**src/shared/ocd_map.vh**
```
`ifndef OCD_MAP_VH
`define OCD_MAP_VH

// Timing: one tick is 10 ms; times are set in ticks.
`define OCD_CLK_HZ          50000000
`define OCD_TICK_MS         10
`define OCD_TICK_CYC        ((`OCD_CLK_HZ / 1000) * `OCD_TICK_MS)
`define OCD_HOLD_LATCH      16'd9999

// Register byte offsets.
`define OCD_OC_LEVEL        8'h00
`define OCD_OC_DELAY        8'h04
`define OCD_OC_HOLD         8'h08
`define OCD_OC_TRIP_SEL     8'h0c
`define OCD_ZC_LEVEL        8'h10
`define OCD_ZC_DELAY        8'h14
`define OCD_TERM_A_FUNC     8'h18
`define OCD_TERM_B_FUNC     8'h1c
`define OCD_STATUS          8'h20
`define OCD_IRQ_STAT        8'h24
`define OCD_IRQ_MASK        8'h28

// Reset values.
`define OCD_OC_LEVEL_RST    16'h0096
`define OCD_OC_DELAY_RST    16'h0000
`define OCD_OC_HOLD_RST     16'h000a
`define OCD_ZC_LEVEL_RST    16'h0005
`define OCD_ZC_DELAY_RST    16'h0032
`define OCD_TERM_FUNC_RST   8'h00

// Status and interrupt bit positions.
`define OCD_BIT_OC          0
`define OCD_BIT_ZC          1
`define OCD_BIT_TRIP        2
`define OCD_BIT_TSEL        3

// Terminal function codes.
`define OCD_FN_OC_POS       8'd12
`define OCD_FN_OC_NEG       8'd112
`define OCD_FN_ZC_POS       8'd13
`define OCD_FN_ZC_NEG       8'd113

`endif

```
**src/rtl/ocd_top.v**
```verilog
// Local design decisions: the placing of the registers and the AXI4-Lite register port.
`timescale 1ns/1ns
`default_nettype none
`include "ocd_map.vh"

module ocd_top #(
    parameter CW          = 16,
    parameter TDW         = 20,
    parameter TICK_CYCLES = `OCD_TICK_CYC
) (
    // Clock and reset
    input  wire          aclk,
    input  wire          aresetn,
    // AXI4-Lite write address
    input  wire [7:0]    s_axi_awaddr,
    input  wire          s_axi_awvalid,
    output reg           s_axi_awready,
    // AXI4-Lite write data
    input  wire [31:0]   s_axi_wdata,
    input  wire [3:0]    s_axi_wstrb,
    input  wire          s_axi_wvalid,
    output reg           s_axi_wready,
    // AXI4-Lite write response
    output reg  [1:0]    s_axi_bresp,
    output reg           s_axi_bvalid,
    input  wire          s_axi_bready,
    // AXI4-Lite read address
    input  wire [7:0]    s_axi_araddr,
    input  wire          s_axi_arvalid,
    output reg           s_axi_arready,
    // AXI4-Lite read data
    output reg  [31:0]   s_axi_rdata,
    output reg  [1:0]    s_axi_rresp,
    output reg           s_axi_rvalid,
    input  wire          s_axi_rready,
    // Drive controller
    input  wire [CW-1:0] output_current,
    input  wire          drive_running,
    input  wire          drive_start,
    input  wire          fault_reset,
    // Detection results
    output reg           overcurrent_flag,
    output reg           zero_current_flag,
    output reg           overcurrent_trip_fault,
    output reg           terminal_a_out,
    output reg           terminal_b_out,
    output reg           irq
);

    localparam integer   TICK_M1   = TICK_CYCLES - 1;
    localparam [TDW-1:0] TICK_LAST = TICK_M1[TDW-1:0];
    // Settings and interrupt status.
    reg [CW-1:0] overcurrent_level_r;
    reg [15:0]   overcurrent_delay_r;
    reg [15:0]   overcurrent_hold_time_r;
    reg          overcurrent_trip_select_r;
    reg [CW-1:0] zero_current_level_r;
    reg [15:0]   zero_current_delay_r;
    reg [7:0]    terminal_a_function_select_r;
    reg [7:0]    terminal_b_function_select_r;
    reg [2:0]    irq_stat_r;
    reg [2:0]    irq_mask_r;

    // Bus state.
    reg          aw_full_r;
    reg [7:0]    aw_addr_r;
    reg          w_full_r;
    reg [31:0]   w_data_r;
    reg [3:0]    w_strb_r;

    // Detection state.
    reg [TDW-1:0] div_r;
    reg           tick_r;
    reg [15:0]    hold_cnt_r;
    reg           trip_sel_eff_r;
    reg           oc_flag_nxt;
    reg           trip_nxt;
    reg [2:0]     irq_stat_nxt;

    wire          oc_qual;
    wire          zc_qual;

    // Byte-lane merge of a 16-bit setting.
    function [15:0] merge16;
        input [15:0] old;
        input [31:0] data;
        input [3:0]  strb;
        begin
            merge16 = old;
            if (strb[0])
                merge16[7:0] = data[7:0];
            if (strb[1])
                merge16[15:8] = data[15:8];
        end
    endfunction

    // Terminal level for a function code.
    function term_map;
        input [7:0] code;
        input       oc;
        input       zc;
        begin
            if (code == `OCD_FN_OC_POS)
                term_map = oc;
            else if (code == `OCD_FN_OC_NEG)
                term_map = ~oc;
            else if (code == `OCD_FN_ZC_POS)
                term_map = zc;
            else if (code == `OCD_FN_ZC_NEG)
                term_map = ~zc;
            else
                term_map = 1'b0;
        end
    endfunction

    function addr_ok;
        input [7:0] a;
        begin
            addr_ok = (a[1:0] == 2'b00) && (a <= `OCD_IRQ_MASK);
        end
    endfunction

    // Fixed tick shared by every timer.
    always @(posedge aclk)
    begin
        if (!aresetn || div_r == TICK_LAST)
            div_r <= {TDW{1'b0}};
        else
            div_r <= div_r + {{(TDW-1){1'b0}}, 1'b1};
        tick_r <= aresetn && (div_r == TICK_LAST);
    end
    wire oc_cond = drive_running
                && (output_current > overcurrent_level_r);
    // A zero level switches detection off rather than never matching.
    wire zc_cond = drive_running
                && (zero_current_level_r != {CW{1'b0}})
                && (output_current < zero_current_level_r);

    ocd_qual_timer #(.W(16)) u_oc_timer (
        .aclk      (aclk),
        .aresetn   (aresetn),
        .tick      (tick_r),
        .cond      (oc_cond),
        .delay     (overcurrent_delay_r),
        .qualified (oc_qual)
    );

    ocd_qual_timer #(.W(16)) u_zc_timer (
        .aclk      (aclk),
        .aresetn   (aresetn),
        .tick      (tick_r),
        .cond      (zc_cond),
        .delay     (zero_current_delay_r),
        .qualified (zc_qual)
    );

    wire latch_mode = (overcurrent_hold_time_r == `OCD_HOLD_LATCH);
    wire hold_done  = (hold_cnt_r >= overcurrent_hold_time_r);
    always @*
    begin
        oc_flag_nxt = overcurrent_flag;
        if (!overcurrent_flag)
            oc_flag_nxt = oc_qual;
        else if (latch_mode)
        begin
            // A tripped drive needs a fault reset; otherwise a start.
            if (overcurrent_trip_fault ? fault_reset : drive_start)
                oc_flag_nxt = 1'b0;
        end
        else if (!oc_qual && hold_done)
            oc_flag_nxt = 1'b0;
    end

    wire oc_rise = oc_flag_nxt && !overcurrent_flag;
    wire zc_rise = zc_qual && !zero_current_flag;
    always @*
    begin
        trip_nxt = overcurrent_trip_fault;
        if (fault_reset)
            trip_nxt = 1'b0;
        if (oc_rise && trip_sel_eff_r)
            trip_nxt = 1'b1;
    end

    wire trip_rise = trip_nxt && !overcurrent_trip_fault;
    always @(posedge aclk)
    begin
        if (!aresetn)
        begin
            overcurrent_flag       <= 1'b0;
            irq_stat_r             <= 3'b000;
            irq                    <= 1'b0;
            zero_current_flag      <= 1'b0;
            overcurrent_trip_fault <= 1'b0;
            hold_cnt_r             <= 16'h0000;
            trip_sel_eff_r         <= 1'b0;
            terminal_a_out         <= 1'b0;
            terminal_b_out         <= 1'b0;
        end
        else
        begin
            overcurrent_flag       <= oc_flag_nxt;
            zero_current_flag      <= zc_qual;
            overcurrent_trip_fault <= trip_nxt;
            irq_stat_r             <= irq_stat_nxt;
            irq                    <= |(irq_stat_nxt & irq_mask_r);
            if (oc_rise)
                hold_cnt_r <= 16'h0000;
            else if (overcurrent_flag && tick_r && !hold_done)
                hold_cnt_r <= hold_cnt_r + 16'h0001;
            // A new selection is taken only while the flag is off.
            if (!overcurrent_flag && !oc_flag_nxt)
                trip_sel_eff_r <= overcurrent_trip_select_r;
            terminal_a_out <= term_map(terminal_a_function_select_r,
                overcurrent_flag, zero_current_flag);
            terminal_b_out <= term_map(terminal_b_function_select_r,
                overcurrent_flag, zero_current_flag);
        end
    end

    // Write channel: address and data may arrive in either order.
    wire wr_go       = aw_full_r && w_full_r && !s_axi_bvalid;
    wire wr_ok       = addr_ok(aw_addr_r);
    wire wr_irq_stat = wr_go && (aw_addr_r == `OCD_IRQ_STAT)
                    && w_strb_r[0];

    always @(posedge aclk)
    begin
        if (!aresetn)
        begin
            aw_full_r     <= 1'b0;
            aw_addr_r     <= 8'h00;
            w_full_r      <= 1'b0;
            w_data_r      <= 32'h00000000;
            w_strb_r      <= 4'h0;
            s_axi_awready <= 1'b0;
            s_axi_wready  <= 1'b0;
            s_axi_bvalid  <= 1'b0;
            s_axi_bresp   <= 2'b00;
        end
        else
        begin
            s_axi_awready <= !aw_full_r && !s_axi_awready;
            s_axi_wready  <= !w_full_r && !s_axi_wready;
            if (s_axi_awvalid && s_axi_awready)
            begin
                aw_full_r <= 1'b1;
                aw_addr_r <= s_axi_awaddr;
            end
            if (s_axi_wvalid && s_axi_wready)
            begin
                w_full_r <= 1'b1;
                w_data_r <= s_axi_wdata;
                w_strb_r <= s_axi_wstrb;
            end
            if (wr_go)
            begin
                aw_full_r    <= 1'b0;
                w_full_r     <= 1'b0;
                s_axi_bvalid <= 1'b1;
                s_axi_bresp  <= wr_ok ? 2'b00 : 2'b10;
            end
            else if (s_axi_bvalid && s_axi_bready)
                s_axi_bvalid <= 1'b0;
        end
    end

    always @(posedge aclk)
    begin
        if (!aresetn)
        begin
            overcurrent_level_r          <= `OCD_OC_LEVEL_RST;
            overcurrent_delay_r          <= `OCD_OC_DELAY_RST;
            overcurrent_hold_time_r      <= `OCD_OC_HOLD_RST;
            overcurrent_trip_select_r    <= 1'b0;
            zero_current_level_r         <= `OCD_ZC_LEVEL_RST;
            zero_current_delay_r         <= `OCD_ZC_DELAY_RST;
            terminal_a_function_select_r <= `OCD_TERM_FUNC_RST;
            terminal_b_function_select_r <= `OCD_TERM_FUNC_RST;
            irq_mask_r                   <= 3'b000;
        end
        else if (wr_go)
        begin
            if (aw_addr_r == `OCD_OC_LEVEL)
                overcurrent_level_r <= merge16(overcurrent_level_r,
                    w_data_r, w_strb_r);
            else if (aw_addr_r == `OCD_OC_DELAY)
                overcurrent_delay_r <= merge16(overcurrent_delay_r,
                    w_data_r, w_strb_r);
            else if (aw_addr_r == `OCD_OC_HOLD)
                overcurrent_hold_time_r <= merge16(
                    overcurrent_hold_time_r, w_data_r, w_strb_r);
            else if (aw_addr_r == `OCD_OC_TRIP_SEL && w_strb_r[0])
                overcurrent_trip_select_r <= w_data_r[0];
            else if (aw_addr_r == `OCD_ZC_LEVEL)
                zero_current_level_r <= merge16(zero_current_level_r,
                    w_data_r, w_strb_r);
            else if (aw_addr_r == `OCD_ZC_DELAY)
                zero_current_delay_r <= merge16(zero_current_delay_r,
                    w_data_r, w_strb_r);
            else if (aw_addr_r == `OCD_TERM_A_FUNC && w_strb_r[0])
                terminal_a_function_select_r <= w_data_r[7:0];
            else if (aw_addr_r == `OCD_TERM_B_FUNC && w_strb_r[0])
                terminal_b_function_select_r <= w_data_r[7:0];
            else if (aw_addr_r == `OCD_IRQ_MASK && w_strb_r[0])
                irq_mask_r <= w_data_r[2:0];
        end
    end

    // Sticky events; a new event wins over a write-one clear.
    always @*
    begin
        irq_stat_nxt = irq_stat_r;
        if (wr_irq_stat)
            irq_stat_nxt = irq_stat_r & ~w_data_r[2:0];
        irq_stat_nxt = irq_stat_nxt | {trip_rise, zc_rise, oc_rise};
    end

    // Read channel: one outstanding read, answered the cycle after.
    wire rd_go = s_axi_arvalid && s_axi_arready;
    always @(posedge aclk)
    begin
        if (!aresetn)
        begin
            s_axi_arready <= 1'b0;
            s_axi_rvalid  <= 1'b0;
            s_axi_rdata   <= 32'h00000000;
            s_axi_rresp   <= 2'b00;
        end
        else
        begin
            s_axi_arready <= !s_axi_rvalid && !s_axi_arready;
            if (rd_go)
            begin
                s_axi_rvalid <= 1'b1;
                s_axi_rresp  <= addr_ok(s_axi_araddr) ? 2'b00 : 2'b10;
                s_axi_rdata  <= 32'h00000000;
                if (s_axi_araddr == `OCD_OC_LEVEL)
                    s_axi_rdata <= {{(32-CW){1'b0}}, overcurrent_level_r};
                else if (s_axi_araddr == `OCD_OC_DELAY)
                    s_axi_rdata <= {16'h0000, overcurrent_delay_r};
                else if (s_axi_araddr == `OCD_OC_HOLD)
                    s_axi_rdata <= {16'h0000, overcurrent_hold_time_r};
                else if (s_axi_araddr == `OCD_OC_TRIP_SEL)
                    s_axi_rdata <= {31'h0, overcurrent_trip_select_r};
                else if (s_axi_araddr == `OCD_ZC_LEVEL)
                    s_axi_rdata <= {{(32-CW){1'b0}}, zero_current_level_r};
                else if (s_axi_araddr == `OCD_ZC_DELAY)
                    s_axi_rdata <= {16'h0000, zero_current_delay_r};
                else if (s_axi_araddr == `OCD_TERM_A_FUNC)
                    s_axi_rdata <= {24'h0, terminal_a_function_select_r};
                else if (s_axi_araddr == `OCD_TERM_B_FUNC)
                    s_axi_rdata <= {24'h0, terminal_b_function_select_r};
                else if (s_axi_araddr == `OCD_STATUS)
                    s_axi_rdata <= {28'h0, trip_sel_eff_r,
                        overcurrent_trip_fault, zero_current_flag,
                        overcurrent_flag};
                else if (s_axi_araddr == `OCD_IRQ_STAT)
                    s_axi_rdata <= {29'h0, irq_stat_r};
                else if (s_axi_araddr == `OCD_IRQ_MASK)
                    s_axi_rdata <= {29'h0, irq_mask_r};
            end
            else if (s_axi_rvalid && s_axi_rready)
                s_axi_rvalid <= 1'b0;
        end
    end

endmodule

`default_nettype wire

```
**src/rtl/ocd_qual_timer.v**
```verilog
`timescale 1ns/1ns
`default_nettype none

module ocd_qual_timer #(
    parameter W = 16
) (
    // Clock and reset
    input  wire         aclk,
    input  wire         aresetn,
    // Qualification
    input  wire         tick,
    input  wire         cond,
    input  wire [W-1:0] delay,
    output reg          qualified
);

    reg [W-1:0] cnt_r;

    // A lapse of the condition drops the count to zero, so only an
    // unbroken stretch can qualify.
    always @(posedge aclk)
    begin
        if (!aresetn)
        begin
            cnt_r     <= {W{1'b0}};
            qualified <= 1'b0;
        end
        else if (!cond)
        begin
            cnt_r     <= {W{1'b0}};
            qualified <= 1'b0;
        end
        else if (tick && !qualified)
        begin
            if (cnt_r >= delay)
                qualified <= 1'b1;
            else
                cnt_r <= cnt_r + {{(W-1){1'b0}}, 1'b1};
        end
    end

endmodule

`default_nettype wire

```
**config.mk**
```make
export PLATFORM = sky130hd
export DESIGN_NAME = ocd_top
export DESIGN_NICKNAME = d
export VERILOG_FILES = /design/src/rtl/ocd_top.v /design/src/rtl/ocd_qual_timer.v
export VERILOG_INCLUDE_DIRS = /design/src /design/src/shared
export SDC_FILE = /design/constraint.sdc
export NUM_CORES = 1
export LEC_CHECK = 0
export BUFFER_PORTS_ARGS = -buffer_cell sky130_fd_sc_hd__buf_2
export CAP_MARGIN = 10
export CORE_MARGIN = 2
export CORE_UTILIZATION = 54
export CTS_CLUSTER_SIZE = 16
export DETAILED_ROUTE_END_ITERATION = 6
export PLACE_DENSITY = 0.81
export SYNTH_ARGS = -nofsm -noshare
export SYNTH_HDL_FRONTEND = slang
export SYNTH_SLANG_ARGS = --single-unit
export TNS_END_PERCENT = 5
```
**constraint.sdc**
```tcl
create_clock -name aclk -period 2.24 [get_ports aclk]
set_input_delay 0.112 -clock aclk [delete_from_list [all_inputs] [get_ports aclk]]
set_output_delay 0.112 -clock aclk [all_outputs]
set_load 0.005 [all_outputs]
```
Word-level counts from Yosys, hierarchy flattened
Cells that the tools add are included.
{"block": "totals", "n_memories": 0, "register_bits": 250, "mem_bits_rw": 0, "word_cells": 210, "latch_bits": 0, "romBits": 0}
{"block": "op_classes", "div_mod_pow": 0, "bitwise": 17, "magnitude_cmp": 7, "add_sub_neg": 4, "mux": 33, "shift": 0, "mul": 0, "eq_ne": 29, "n_reduce_logical": 78}
{"cell": "16-bit two-way mux", "count": 6}
{"cell": "8-bit by 4-bit equality test with 1-bit output, second input constant", "count": 8}
{"cell": "8-bit by 5-bit equality test with 1-bit output, second input constant", "count": 8}
{"cell": "16-bit by 1-bit adder with 16-bit output, second input constant", "count": 3}
{"cell": "16-bit greater-or-equal comparator", "count": 3}
{"cell": "8-bit by 6-bit equality test with 1-bit output, second input constant", "count": 5}
{"cell": "8-bit by 7-bit equality test with 1-bit output, second input constant", "count": 4}
{"cell": "1-bit logical AND", "count": 32}
{"cell": "8-bit AND reduction", "count": 3}
{"cell": "20-bit by 1-bit adder with 20-bit output, second input constant", "count": 1}
{"cell": "20-bit by 19-bit equality test with 1-bit output, second input constant", "count": 1}
{"cell": "1-bit two-way mux", "count": 19}
{"cell": "16-bit by 14-bit equality test with 1-bit output, second input constant", "count": 1}
{"cell": "8-bit by 3-bit equality test with 1-bit output, second input constant", "count": 2}
{"cell": "16-bit > comparator", "count": 1}
{"cell": "8-bit by 6-bit <= comparator with 1-bit output, second input constant", "count": 2}
{"cell": "8-bit logical NOT", "count": 2}
{"cell": "16-bit < comparator", "count": 1}
{"cell": "8-bit two-way mux", "count": 2}
{"cell": "16-bit nonzero test", "count": 1}
{"cell": "1-bit logical NOT", "count": 15}
{"cell": "5-bit AND reduction", "count": 3}
{"cell": "7-bit AND reduction", "count": 2}
{"cell": "1-bit inverter", "count": 13}
{"cell": "other kinds (16)", "count": 30}

Longest topological paths before layout
Gate-level depths: netlist of the first run.
{"block": "depth", "depth_word": 12, "mapped_depth": 10, "depth_no_buf": 9}

By module
From an unflattened synthesis of the first run, not the netlist that was laid out.
{"block": "hier_totals", "cells_unflattened": 1545, "area_unflattened_um2": 13290.2}
{"module": "ocd_top", "seq_area_each_um2": 3963.8, "cells_each": 1211, "area_each_um2": 10284.9, "n_inst": 1}
{"module": "ocd_qual_timer", "seq_area_each_um2": 340.3, "cells_each": 167, "area_each_um2": 1502.7, "n_inst": 2}

Least setup slack after synthesis of the first run
Ideal clock, no wire load.
{"block": "synth_timing", "kind": "register to register", "startpoint": "reg overcurrent_delay_r[3]", "endpoint": "reg u_oc_timer.cnt_r[15]", "t_arrival_ns": 2.020, "period_less_slack_ns": 2.151, "path_stages_with_launch": 9, "slack_ns": 0.089, "path_buffers": 0, "required_time_ns": 2.110, "path_cell_list": "dfxtp_1 -> inv_1 -> ha_1 -> or4_1 -> a31oi_1 -> o21ai_2 -> nor4_1 -> xnor2_1 -> nor2_2"}
{"block": "synth_via", "elab_chain_len": 3}
{"item": "from (decl)", "line_no": "ocd_top.v:54", "rtl": "reg [15:0] overcurrent_delay_r;"}
{"item": "from (signal assigned)", "line_no": "ocd_top.v:273", "rtl": "overcurrent_delay_r <= `OCD_OC_DELAY_RST;"}
{"item": "from (signal assigned)", "line_no": "ocd_top.v:288", "rtl": "overcurrent_delay_r <= merge16(overcurrent_delay_r,"}
{"item": "16-bit greater-or-equal comparator", "line_no": "ocd_qual_timer.v:35", "rtl": "if (cnt_r >= delay)"}
{"item": "1-bit inverter (no source line)"}
{"item": "2-bit AND reduction (no source line)"}
{"item": "to (signal assigned)", "line_no": "ocd_qual_timer.v:25", "rtl": "cnt_r <= {W{1'b0}};"}
{"item": "to (signal assigned)", "line_no": "ocd_qual_timer.v:30", "rtl": "cnt_r <= {W{1'b0}};"}
{"item": "to (signal assigned)", "line_no": "ocd_qual_timer.v:38", "rtl": "cnt_r <= cnt_r + {{(W-1){1'b0}}, 1'b1};"}
{"item": "to (decl)", "line_no": "ocd_qual_timer.v:17", "rtl": "reg [W-1:0] cnt_r;"}
Every way passes these cells.
A chain may end at the register's enable or synchronous reset.

Final worst setup path of the first run
{"block": "layout_timing", "startpoint": "reg zero_current_delay_r[5]", "endpoint": "reg u_zc_timer.cnt_r[14]"}
{"block": "layout_via", "elab_chain_len": 3}
{"item": "from (decl)", "line_no": "ocd_top.v:58", "rtl": "reg [15:0] zero_current_delay_r;"}
{"item": "from (signal assigned)", "line_no": "ocd_top.v:277", "rtl": "zero_current_delay_r <= `OCD_ZC_DELAY_RST;"}
{"item": "from (signal assigned)", "line_no": "ocd_top.v:299", "rtl": "zero_current_delay_r <= merge16(zero_current_delay_r,"}
{"item": "16-bit greater-or-equal comparator", "line_no": "ocd_qual_timer.v:35"}
{"item": "1-bit inverter (no source line)"}
{"item": "2-bit AND reduction (no source line)"}
{"item": "to (signal assigned)", "line_no": "ocd_qual_timer.v:25"}
{"item": "to (signal assigned)", "line_no": "ocd_qual_timer.v:30"}
{"item": "to (signal assigned)", "line_no": "ocd_qual_timer.v:38"}
{"item": "to (decl)", "line_no": "ocd_qual_timer.v:17"}
Every way passes these cells.

==> results of run 1 <==
critical path, cell delays in order (launching register included):
cell and delay [ns]:
sky130_fd_sc_hd__dfxtp_1 0.36, sky130_fd_sc_hd__inv_1 0.05, sky130_fd_sc_hd__ha_1 0.30, sky130_fd_sc_hd__a21oi_1 0.16, sky130_fd_sc_hd__o21ai_1 0.11, sky130_fd_sc_hd__a21oi_2 0.16, sky130_fd_sc_hd__o21ai_2 0.12, sky130_fd_sc_hd__a21o_1 0.23
sky130_fd_sc_hd__or4_1 0.54, sky130_fd_sc_hd__a21oi_2 0.13
timing repair:
item | 4_1_cts | 5_1_grt
endpoints found under the hold margin | 32 | 0
gates resized for setup | 11 | 67
gates cloned | 1 | 1
hold buffers | 42 | 0
buffers inserted | 4 | 6
endpoints found under the setup margin | 24 | 46
pin swaps | 8 | 35
Yosys cell counts, drive strengths merged (34+ instances only):
master	number	area, um^2
ha	83	1040
nand3	46	230
a21oi	79	399
xnor2	34	298
nor2b	91	569
nor2	106	425
o21ai	53	273
inv	94	353
a21boi	40	300
nand2	138	518
dfxtp	232	4640
mux2i	96	961
clkbuf	55	206
final timing paths:
kind                                               from                   end  slack, ns  cells after the start
worst max-delay path            zero_current_delay_r[5]  u_zc_timer.cnt_r[14]       0.01                      9
worst max register to register  zero_current_delay_r[5]  u_zc_timer.cnt_r[14]       0.01                      9
worst min-delay path                        drive_start      overcurrent_flag       0.08                      5
worst min register to register                aw_full_r         s_axi_awready       0.44                      1
layer usage:
| metal | wire, um | vias up | part of all wire (%) | track usage [%] |
|---|---|---|---|---|
| li1 | - | 5395 | - | - |
| met1 | 14400 | 5324 | 41 | 36.6 |
| met2 | 16400 | 530 | 46 | 46.5 |
| met3 | 2930 | 117 | 8.3 | 4.68 |
| met4 | 1530 | 0 | 4.3 | 11.6 |
| met5 | 0 | - | 0 | 0 |
registers in the layout, indices dropped and copies added, names as in the netlist, 2 cells and up:
| signal | count |
|---|---|
| overcurrent_delay_r | 16 |
| u_oc_timer.cnt_r | 16 |
| irq_mask_r | 3 |
| s_axi_rdata | 16 |
| aw_addr_r | 8 |
| u_zc_timer.cnt_r | 16 |
| terminal_a_function_select_r | 8 |
| irq_stat_r | 3 |
| zero_current_level_r | 16 |
| overcurrent_level_r | 16 |
| zero_current_delay_r | 16 |
| hold_cnt_r | 16 |
| w_strb_r | 2 |
| terminal_b_function_select_r | 8 |
| overcurrent_hold_time_r | 16 |
| w_data_r | 16 |
| div_r | 20 |
power by group through the flow:
stage	sequential [mW]	combinational (mW)	clock (mW)
6_report	4.25	0.606	3.97
5_1_grt	4.25	0.661	4.16
4_1_cts	4.25	0.578	4.00
3_5_place_dp	4.34	0.519	0
3_3_place_gp	4.34	0.505	0
2_1_floorplan	4.30	0.356	0
per-stage QoR:
| stage | instances | TNS [ns] | hold WS (ns) |
|---|---|---|---|
| finish | 1931 | 0 | 0.0840 |
| global route | 1931 | -0.545 | 0.147 |
| detailed placement | 1834 | -0.920 | 0.372 |
| global placement | 1834 | -0.0378 | 0.363 |
| CTS | 1924 | 0 | 0.0811 |
| floorplan | 1475 | 0 | 0.257 |
layout make-up:
type | count | area share (%)
Clock buffer | 38 | 4.70
Clock inverter | 5 | 0.370
Inverter | 94 | 2.32
Multi-Input combinational cell | 1064 | 49.6
Sequential cell | 232 | 30.7
Tap cell | 285 | 2.34
Timing Repair Buffer | 213 | 9.99
cells by family after synthesis:
logic type               Yosys count  synth area share, %
flip-flops                       232                 37.0
XOR/XNOR                          52                 3.63
buffers and inverters            181                 6.20
other                              1               0.0299
multiplexers                     101                 8.37
adder cells (fa/ha/maj)           83                 8.27
AND/OR/NAND/NOR                  540                 22.6
AO/OA/AOI/OAI                    268                 14.0
==> flow_summary.html, run 1 <==
<table>
<tr><th>Metric</th><th>Value</th></tr>
<tr><th colspan="2">Status</th></tr>
<tr><td>Result of the run</td><td>completed</td></tr>
<tr><th colspan="2">Power</th></tr>
<tr><td>Power dissipated by switching net loads</td><td>2.08 mW</td></tr>
<tr><td>Cell leakage power</td><td>5.88 nW</td></tr>
<tr><td>Share of power burned in combinational logic</td><td>under 10%</td></tr>
<tr><td>Switching share of power</td><td>23.6%</td></tr>
<tr><td>Part of the power in registers</td><td>48.2%</td></tr>
<tr><td>Total power</td><td>roughly 9 mW</td></tr>
<tr><td>Power density cells</td><td>580 mW/mm^2</td></tr>
<tr><td>Cell internal pwr</td><td>around 6.7 mW</td></tr>
<tr><td>Maximum VDD drop</td><td>484 uV</td></tr>
<tr><td>Clock power share</td><td>44.9%</td></tr>
<tr><th colspan="2">Placement</th></tr>
<tr><td>Post-place setup slack</td><td>-0.102 ns</td></tr>
<tr><td>Placed Instance Area</td><td>between 0.01 and 0.015 mm^2</td></tr>
<tr><td>Final RePlAce weighted congestion</td><td>0.949</td></tr>
<tr><td>Port buffer count</td><td>88</td></tr>
<tr><td>Final HPWL DP</td><td>24400 um</td></tr>
<tr><th colspan="2">Clock tree</th></tr>
<tr><td>Root buffer cell</td><td>sky130_fd_sc_hd__clkbuf_16</td></tr>
<tr><td>H-tree levels</td><td>1</td></tr>
<tr><td>CTS tree</td><td>done</td></tr>
<tr><td>Number of clock sinks</td><td>232</td></tr>
<tr><td>Worst skew pair latency</td><td>0.53 ns</td></tr>
<tr><td>CTS buffer count</td><td>25</td></tr>
<tr><td>Maximum clock insertion buffer count</td><td>3</td></tr>
<tr><td>Clock transition at the registers of the reported paths</td><td>0.06 ns</td></tr>
<tr><th colspan="2">Logic synthesis</th></tr>
<tr><td>Primary flip-flop cell chosen by synthesis mapping</td><td>sky130_fd_sc_hd__dfxtp_1</td></tr>
<tr><td>Yosys Warn Count</td><td>0</td></tr>
<tr><td>Number of flops mapped to enable cells by yosys</td><td>0</td></tr>
<tr><td>Synthesized cell area</td><td>roughly 0.013 mm^2</td></tr>
<tr><td>Synthesized instance count</td><td>1458</td></tr>
<tr><td>Distinct cell type count of the synthesized netlist</td><td>71</td></tr>
<tr><td>Seq cells post-synth</td><td>232</td></tr>
<tr><td>Sequential cell area fraction in the yosys report</td><td>37.0%</td></tr>
<tr><td>Syn Area/Cell</td><td>8.62 um^2</td></tr>
<tr><td>Async SR Flop Fraction</td><td>0%</td></tr>
<tr><th colspan="2">GRT</th></tr>
<tr><td>Congestion Overflow GR</td><td>0</td></tr>
<tr><td>Global-route usage over all layers</td><td>between 20% and 30%</td></tr>
<tr><td>Maximum number of pins on one net before global-route repair</td><td>50</td></tr>
<tr><td>Wire length of the first global-routing pass</td><td>between 50000 and 60000 um</td></tr>
<tr><td>Antenna violations before repair</td><td>0</td></tr>
<tr><td>Via count of the first global-routing pass</td><td>11100</td></tr>
<tr><th colspan="2">Worst setup path</th></tr>
<tr><td>Path type of the worst setup path</td><td>register to register</td></tr>
<tr><td>Worst Setup Start Kind</td><td>register</td></tr>
<tr><td>Worst path arrival time</td><td>roughly 2.7 ns</td></tr>
<tr><td>Highest net fanout along the worst path</td><td>6</td></tr>
<tr><td>Required time at the endpoint of the critical path</td><td>2.69 ns</td></tr>
<tr><td>Capturing element type of the critical path</td><td>register</td></tr>
<tr><th colspan="2">Detailed routing</th></tr>
<tr><td>Antenna Violating Nets Remaining</td><td>0</td></tr>
<tr><td>DRC violation total after the first TritonRoute iteration</td><td>898</td></tr>
<tr><td>Final wirelength</td><td>roughly 35000 um</td></tr>
<tr><td>Number of detailed-routing iterations run before antenna repair</td><td>6</td></tr>
<tr><td>DRC</td><td>0</td></tr>
<tr><td>Via density</td><td>just under 6</td></tr>
<tr><td>Via count</td><td>11400</td></tr>
<tr><td>Routed len/inst</td><td>18.3 um</td></tr>
<tr><th colspan="2">STA</th></tr>
<tr><td>Slew margin rel.</td><td>49.3%</td></tr>
<tr><td>Max Slew Vio Count</td><td>0</td></tr>
<tr><td>Setup repair after global routing missed its margin</td><td>yes</td></tr>
<tr><td>Count of final setup violators</td><td>0</td></tr>
<tr><td>Number of hold violations in the final report</td><td>0</td></tr>
<tr><td>Clock skew</td><td>approximately 0.012 ns</td></tr>
<tr><td>Setup slack after layout</td><td>0.0102 ns</td></tr>
<tr><td>Portion of the clock cycle consumed by the worst path in the final layout</td><td>99.5%</td></tr>
<tr><td>Peak clock frequency supported by timing</td><td>between 400 and 500 MHz</td></tr>
<tr><td>Post-layout min period</td><td>approximately 2.2 ns</td></tr>
<tr><td>Slew @ Worst Pin</td><td>roughly 0.76 ns</td></tr>
<tr><th colspan="2">Floorplanning</th></tr>
<tr><td>Die W</td><td>157 um</td></tr>
<tr><td>Area inside the core boundary</td><td>around 0.023 mm^2</td></tr>
<tr><td>Die area</td><td>between 0.02 and 0.025 mm^2</td></tr>
<tr><td>Chip height</td><td>157 um</td></tr>
<tr><td>Row count</td><td>55</td></tr>
<tr><td>Ports</td><td>125</td></tr>
<tr><td>Initial core utilization</td><td>a little under three fifths</td></tr>
<tr><th colspan="2">Final layout</th></tr>
<tr><td>Most frequent cells in the layout</td><td>sky130_fd_sc_hd__dfxtp_1, sky130_fd_sc_hd__nand2_1, sky130_fd_sc_hd__nor2_1, sky130_fd_sc_hd__mux2i_1, sky130_fd_sc_hd__inv_1</td></tr>
<tr><td>Multi-input combinational cell area</td><td>0.00755 mm^2</td></tr>
<tr><td>Storage element area</td><td>~0.0047 mm^2</td></tr>
<tr><td>Most common cell after layout, fill and taps aside</td><td>sky130_fd_sc_hd__dfxtp_1</td></tr>
<tr><td>Layout net count</td><td>around 1800</td></tr>
<tr><td>Fraction of layout instances using a drive strength above 1</td><td>18.3%</td></tr>
<tr><td># fillers</td><td>1714</td></tr>
<tr><td>Layout Utilization</td><td>67.0%</td></tr>
<tr><td>Final non-filler cell area</td><td>0.0152 mm^2</td></tr>
<tr><td>Area Overhead vs Synth</td><td>21.1%</td></tr>
<tr><td>Antenna diode count</td><td>0</td></tr>
<tr><th colspan="2">Hold path</th></tr>
<tr><td>Min-delay worst type</td><td>input port to register</td></tr>
<tr><th colspan="2">Flow run</th></tr>
<tr><td>Max-capacitance violation count</td><td>0</td></tr>
</table>
Note: power is estimated with default switching activity, not from simulation.
==> inputs of run 2 (changes only) <==
--- a/config.mk
+++ b/config.mk
@@ -9,10 +9,11 @@
 export BUFFER_PORTS_ARGS = -buffer_cell sky130_fd_sc_hd__buf_2
 export CAP_MARGIN = 10
 export CORE_MARGIN = 2
-export CORE_UTILIZATION = 54
+export CORE_UTILIZATION = 55
 export CTS_CLUSTER_SIZE = 16
 export DETAILED_ROUTE_END_ITERATION = 6
-export PLACE_DENSITY = 0.81
+export GPL_TIMING_DRIVEN = 0
+export PLACE_DENSITY = 0.79
 export SYNTH_ARGS = -nofsm -noshare
 export SYNTH_HDL_FRONTEND = slang
 export SYNTH_SLANG_ARGS = --single-unit
==> constraint.sdc (replaced) <==
create_clock -name aclk -period 2.73 [get_ports aclk]
set_input_delay 0.1365 -clock aclk [delete_from_list [all_inputs] [get_ports aclk]]
set_output_delay 0.1365 -clock aclk [all_outputs]
set_load 0.005 [all_outputs]
==> run 2 against run 1 <==
  * Sequential power shrank 18%
  * Via count shrank 1.7%
  * Combinational power fell by 12%
  * Count of clock-buffer cells in the layout is 1 higher
  * Critical path depth unchanged
  * Setup slack gained 0.18 ns
  * Clock power fell by 10%
  * Cell count decreased by 0.31%
  * Clock skew up 0.0079 ns
  * Register-to-register slack better by 0.18 ns
  * Die area fell by 1.8%
  * Largest cell class unchanged
  * Largest power group is now clock
  * Highest routed layer unchanged
==> flow_summary.html, run 2 (synthesis results as in run 1) <==
<table>
<tr><th>Metric</th><th>Value</th></tr>
<tr><th colspan="2">Worst setup path</th></tr>
<tr><td>Depth of the most critical reg-to-reg path</td><td>9</td></tr>
<tr><td>Worst flop-to-flop path endpoint</td><td>u_oc_timer.cnt_r[11]</td></tr>
<tr><td>Source of the critical timing path</td><td>overcurrent_level_r[15]</td></tr>
<tr><td>R2R setup slack</td><td>0.19 ns</td></tr>
<tr><td>R2r startpoint</td><td>overcurrent_level_r[15]</td></tr>
<tr><td>Worst Setup Start Kind</td><td>register</td></tr>
<tr><td>Path type of the worst setup path</td><td>register to register</td></tr>
<tr><td>Required time at the endpoint of the critical path</td><td>3.12 ns</td></tr>
<tr><td>Crit path capture</td><td>u_oc_timer.cnt_r[11]</td></tr>
<tr><td>Highest net fanout along the worst path</td><td>10</td></tr>
<tr><td>Capturing element type of the critical path</td><td>register</td></tr>
<tr><td>Worst path arrival time</td><td>around 3 ns</td></tr>
<tr><th colspan="2">Floorplanning</th></tr>
<tr><td>Ports</td><td>~130</td></tr>
<tr><td>Area inside the core boundary</td><td>0.0225 mm^2</td></tr>
<tr><td>Chip height</td><td>between 150 and 200 um</td></tr>
<tr><td>Die area</td><td>0.0241 mm^2</td></tr>
<tr><td>Row count</td><td>55</td></tr>
<tr><td>Initial core utilization</td><td>55.8%</td></tr>
<tr><td>Die W</td><td>155 um</td></tr>
<tr><th colspan="2">Clock tree</th></tr>
<tr><td>CTS tree</td><td>done</td></tr>
<tr><td>CTS buffer count</td><td>26</td></tr>
<tr><td>Clock transition at the registers of the reported paths</td><td>around 0.06 ns</td></tr>
<tr><td>Root buffer cell</td><td>sky130_fd_sc_hd__clkbuf_16</td></tr>
<tr><td>H-tree levels</td><td>1</td></tr>
<tr><td>Maximum clock insertion buffer count</td><td>3</td></tr>
<tr><td>Number of clock sinks</td><td>232</td></tr>
<tr><td>Worst skew pair latency</td><td>0.53 ns</td></tr>
<tr><th colspan="2">Detailed routing</th></tr>
<tr><td>Routed len/inst</td><td>18.6 um</td></tr>
<tr><td>DRC violation total after the first TritonRoute iteration</td><td>935</td></tr>
<tr><td>Via density</td><td>5.80</td></tr>
<tr><td>Antenna Violating Nets Remaining</td><td>0</td></tr>
<tr><td>Via count</td><td>11200</td></tr>
<tr><td>DRC</td><td>0</td></tr>
<tr><td>Number of detailed-routing iterations run before antenna repair</td><td>5</td></tr>
<tr><td>Final wirelength</td><td>35900 um</td></tr>
<tr><th colspan="2">GRT</th></tr>
<tr><td>Wire length of the first global-routing pass</td><td>56900 um</td></tr>
<tr><td>Global-route usage over all layers</td><td>29.8%</td></tr>
<tr><td>Antenna violations before repair</td><td>0</td></tr>
<tr><td>Maximum number of pins on one net before global-route repair</td><td>14</td></tr>
<tr><td>Via count of the first global-routing pass</td><td>~11000</td></tr>
<tr><td>Congestion Overflow GR</td><td>0</td></tr>
<tr><th colspan="2">Placement</th></tr>
<tr><td>Final RePlAce weighted congestion</td><td>around 0.99</td></tr>
<tr><td>Port buffer count</td><td>86</td></tr>
<tr><td>Final HPWL DP</td><td>26800 um</td></tr>
<tr><th colspan="2">Final layout</th></tr>
<tr><td>Fraction of layout instances using a drive strength above 1</td><td>a little under an eighth</td></tr>
<tr><td># fillers</td><td>1886</td></tr>
<tr><td>Most flops, register</td><td>div_r</td></tr>
<tr><td>Multi-input combinational cell area</td><td>0.00722 mm^2</td></tr>
<tr><td>Area Overhead vs Synth</td><td>16.3%</td></tr>
<tr><td>Most frequent cells in the layout</td><td>sky130_fd_sc_hd__dfxtp_1, sky130_fd_sc_hd__nand2_1, sky130_fd_sc_hd__nor2_1, sky130_fd_sc_hd__buf_2, sky130_fd_sc_hd__mux2i_1</td></tr>
<tr><td>Storage element area</td><td>0.00464 mm^2</td></tr>
<tr><td>Layout Utilization</td><td>64.9%</td></tr>
<tr><td>Layout net count</td><td>1782</td></tr>
<tr><td>Antenna diode count</td><td>0</td></tr>
<tr><td>Max reg flops</td><td>20</td></tr>
<tr><td>Most common cell after layout, fill and taps aside</td><td>sky130_fd_sc_hd__dfxtp_1</td></tr>
<tr><th colspan="2">Hold path</th></tr>
<tr><td>Min-delay worst type</td><td>input port to register</td></tr>
<tr><th colspan="2">STA</th></tr>
<tr><td>Slew @ Worst Pin</td><td>0.803 ns</td></tr>
<tr><td>Peak clock frequency supported by timing</td><td>393 MHz</td></tr>
<tr><td>Number of hold violations in the final report</td><td>0</td></tr>
<tr><td>Setup repair after global routing missed its margin</td><td>no</td></tr>
<tr><td>Final worst hold slack</td><td>roughly 0.026 ns</td></tr>
<tr><td>Post-layout min period</td><td>~2.5 ns</td></tr>
<tr><td>Max Slew Vio Count</td><td>0</td></tr>
<tr><td>Clock skew</td><td>about 0.020 ns</td></tr>
<tr><td>Count of final setup violators</td><td>0</td></tr>
<tr><td>Portion of the clock cycle consumed by the worst path in the final layout</td><td>just over 90%</td></tr>
<tr><td>Slew margin rel.</td><td>45.7%</td></tr>
<tr><td>Post-route setup TNS</td><td>0 ns</td></tr>
<tr><th colspan="2">Status</th></tr>
<tr><td>Result of the run</td><td>completed</td></tr>
<tr><th colspan="2">Power</th></tr>
<tr><td>Cell leakage power</td><td>between 5 and 6 nW</td></tr>
<tr><td>Maximum VDD drop</td><td>522 uV</td></tr>
<tr><td>Power density cells</td><td>between 500 and 600 mW/mm^2</td></tr>
<tr><th colspan="2">Flow run</th></tr>
<tr><td>Max-capacitance violation count</td><td>0</td></tr>
</table>
## run 2: cell count changes in the layout (fill, tap and decap cells not counted), sizes merged
cell and change:
buf -53, bufinv +1, clkbuf +56, clkinv +3, dlygate4sd3 -10, inv -1, o211ai -1, o21ai -1
## run 2: area by class of cell
type / count / area share, %
sequential: 232 / 31.8
timing repair buffer: 118 / 5.14
buffer: 87 / 2.91
clock buffer: 39 / 5.27
multi-input combinational: 1062 / 49.4
clock inverter: 8 / 0.634
tap: 285 / 2.44
inverter: 94 / 2.41
## run 2: layer usage
metal	routed length [um]	vias to the layer above	part of all wire, %	global-route usage [%]
met3	2570	82	7.2	4.62
met1	16000	5268	45	41.0
met2	16100	440	45	48.2
met4	1160	0	3.2	9.22
li1	-	5378	-	-
met5	0	-	0	0
## run 2: repair_timing
item                                    in CTS  in global routing
resized for setup                            0                  2
hold endpoints to repair                    30                  0
hold buffers                                32                  0
endpoints found under the setup margin       0                 11
setup buffers                                0                  0
## run 2: how the worst min path moves through the flow
stage,start,to,slack (ns),cells past startpoint
floorplan,s_axi_wdata[0],w_data_r[0],0.28,2
global placement,s_axi_wdata[1],w_data_r[1],0.39,3
detailed placement,s_axi_wdata[5],w_data_r[5],0.40,3
CTS,s_axi_awvalid,aw_addr_r[3],0.02,3
global route,s_axi_awvalid,aw_addr_r[3],0.09,3
finish,s_axi_awvalid,aw_addr_r[3],0.03,3
## run 2: where the power goes
group          switching, mW  total (mW)  internal [mW]
clock                   1.43        3.56           2.13
sequential            0.0398        3.47           3.43
combinational          0.315       0.532          0.217
## run 2: stage by stage
step	area [um^2]	power [mW]	worst slack [ns]	cells
2_1_floorplan	12600	3.82	0.579	1475
3_3_place_gp	13400	4.01	0.0783	1846
3_5_place_dp	13400	4.02	0.0291	1846
4_1_cts	14600	7.57	0.0264	1925
5_1_grt	14600	7.78	0.0324	1925
6_report	14600	7.56	0.188	1925
## run 2: worst max-delay path, stage by stage, from the launching register on
cell and delay [ns]:
sky130_fd_sc_hd__dfxtp_1 0.37, sky130_fd_sc_hd__inv_1 0.07, sky130_fd_sc_hd__ha_1 0.31, sky130_fd_sc_hd__nand2_1 0.08, sky130_fd_sc_hd__nor3_1 0.42, sky130_fd_sc_hd__nand4_1 0.19
sky130_fd_sc_hd__o211a_1 0.25, sky130_fd_sc_hd__o21ai_2 0.20, sky130_fd_sc_hd__clkbuf_1 0.42, sky130_fd_sc_hd__nor2_1 0.11
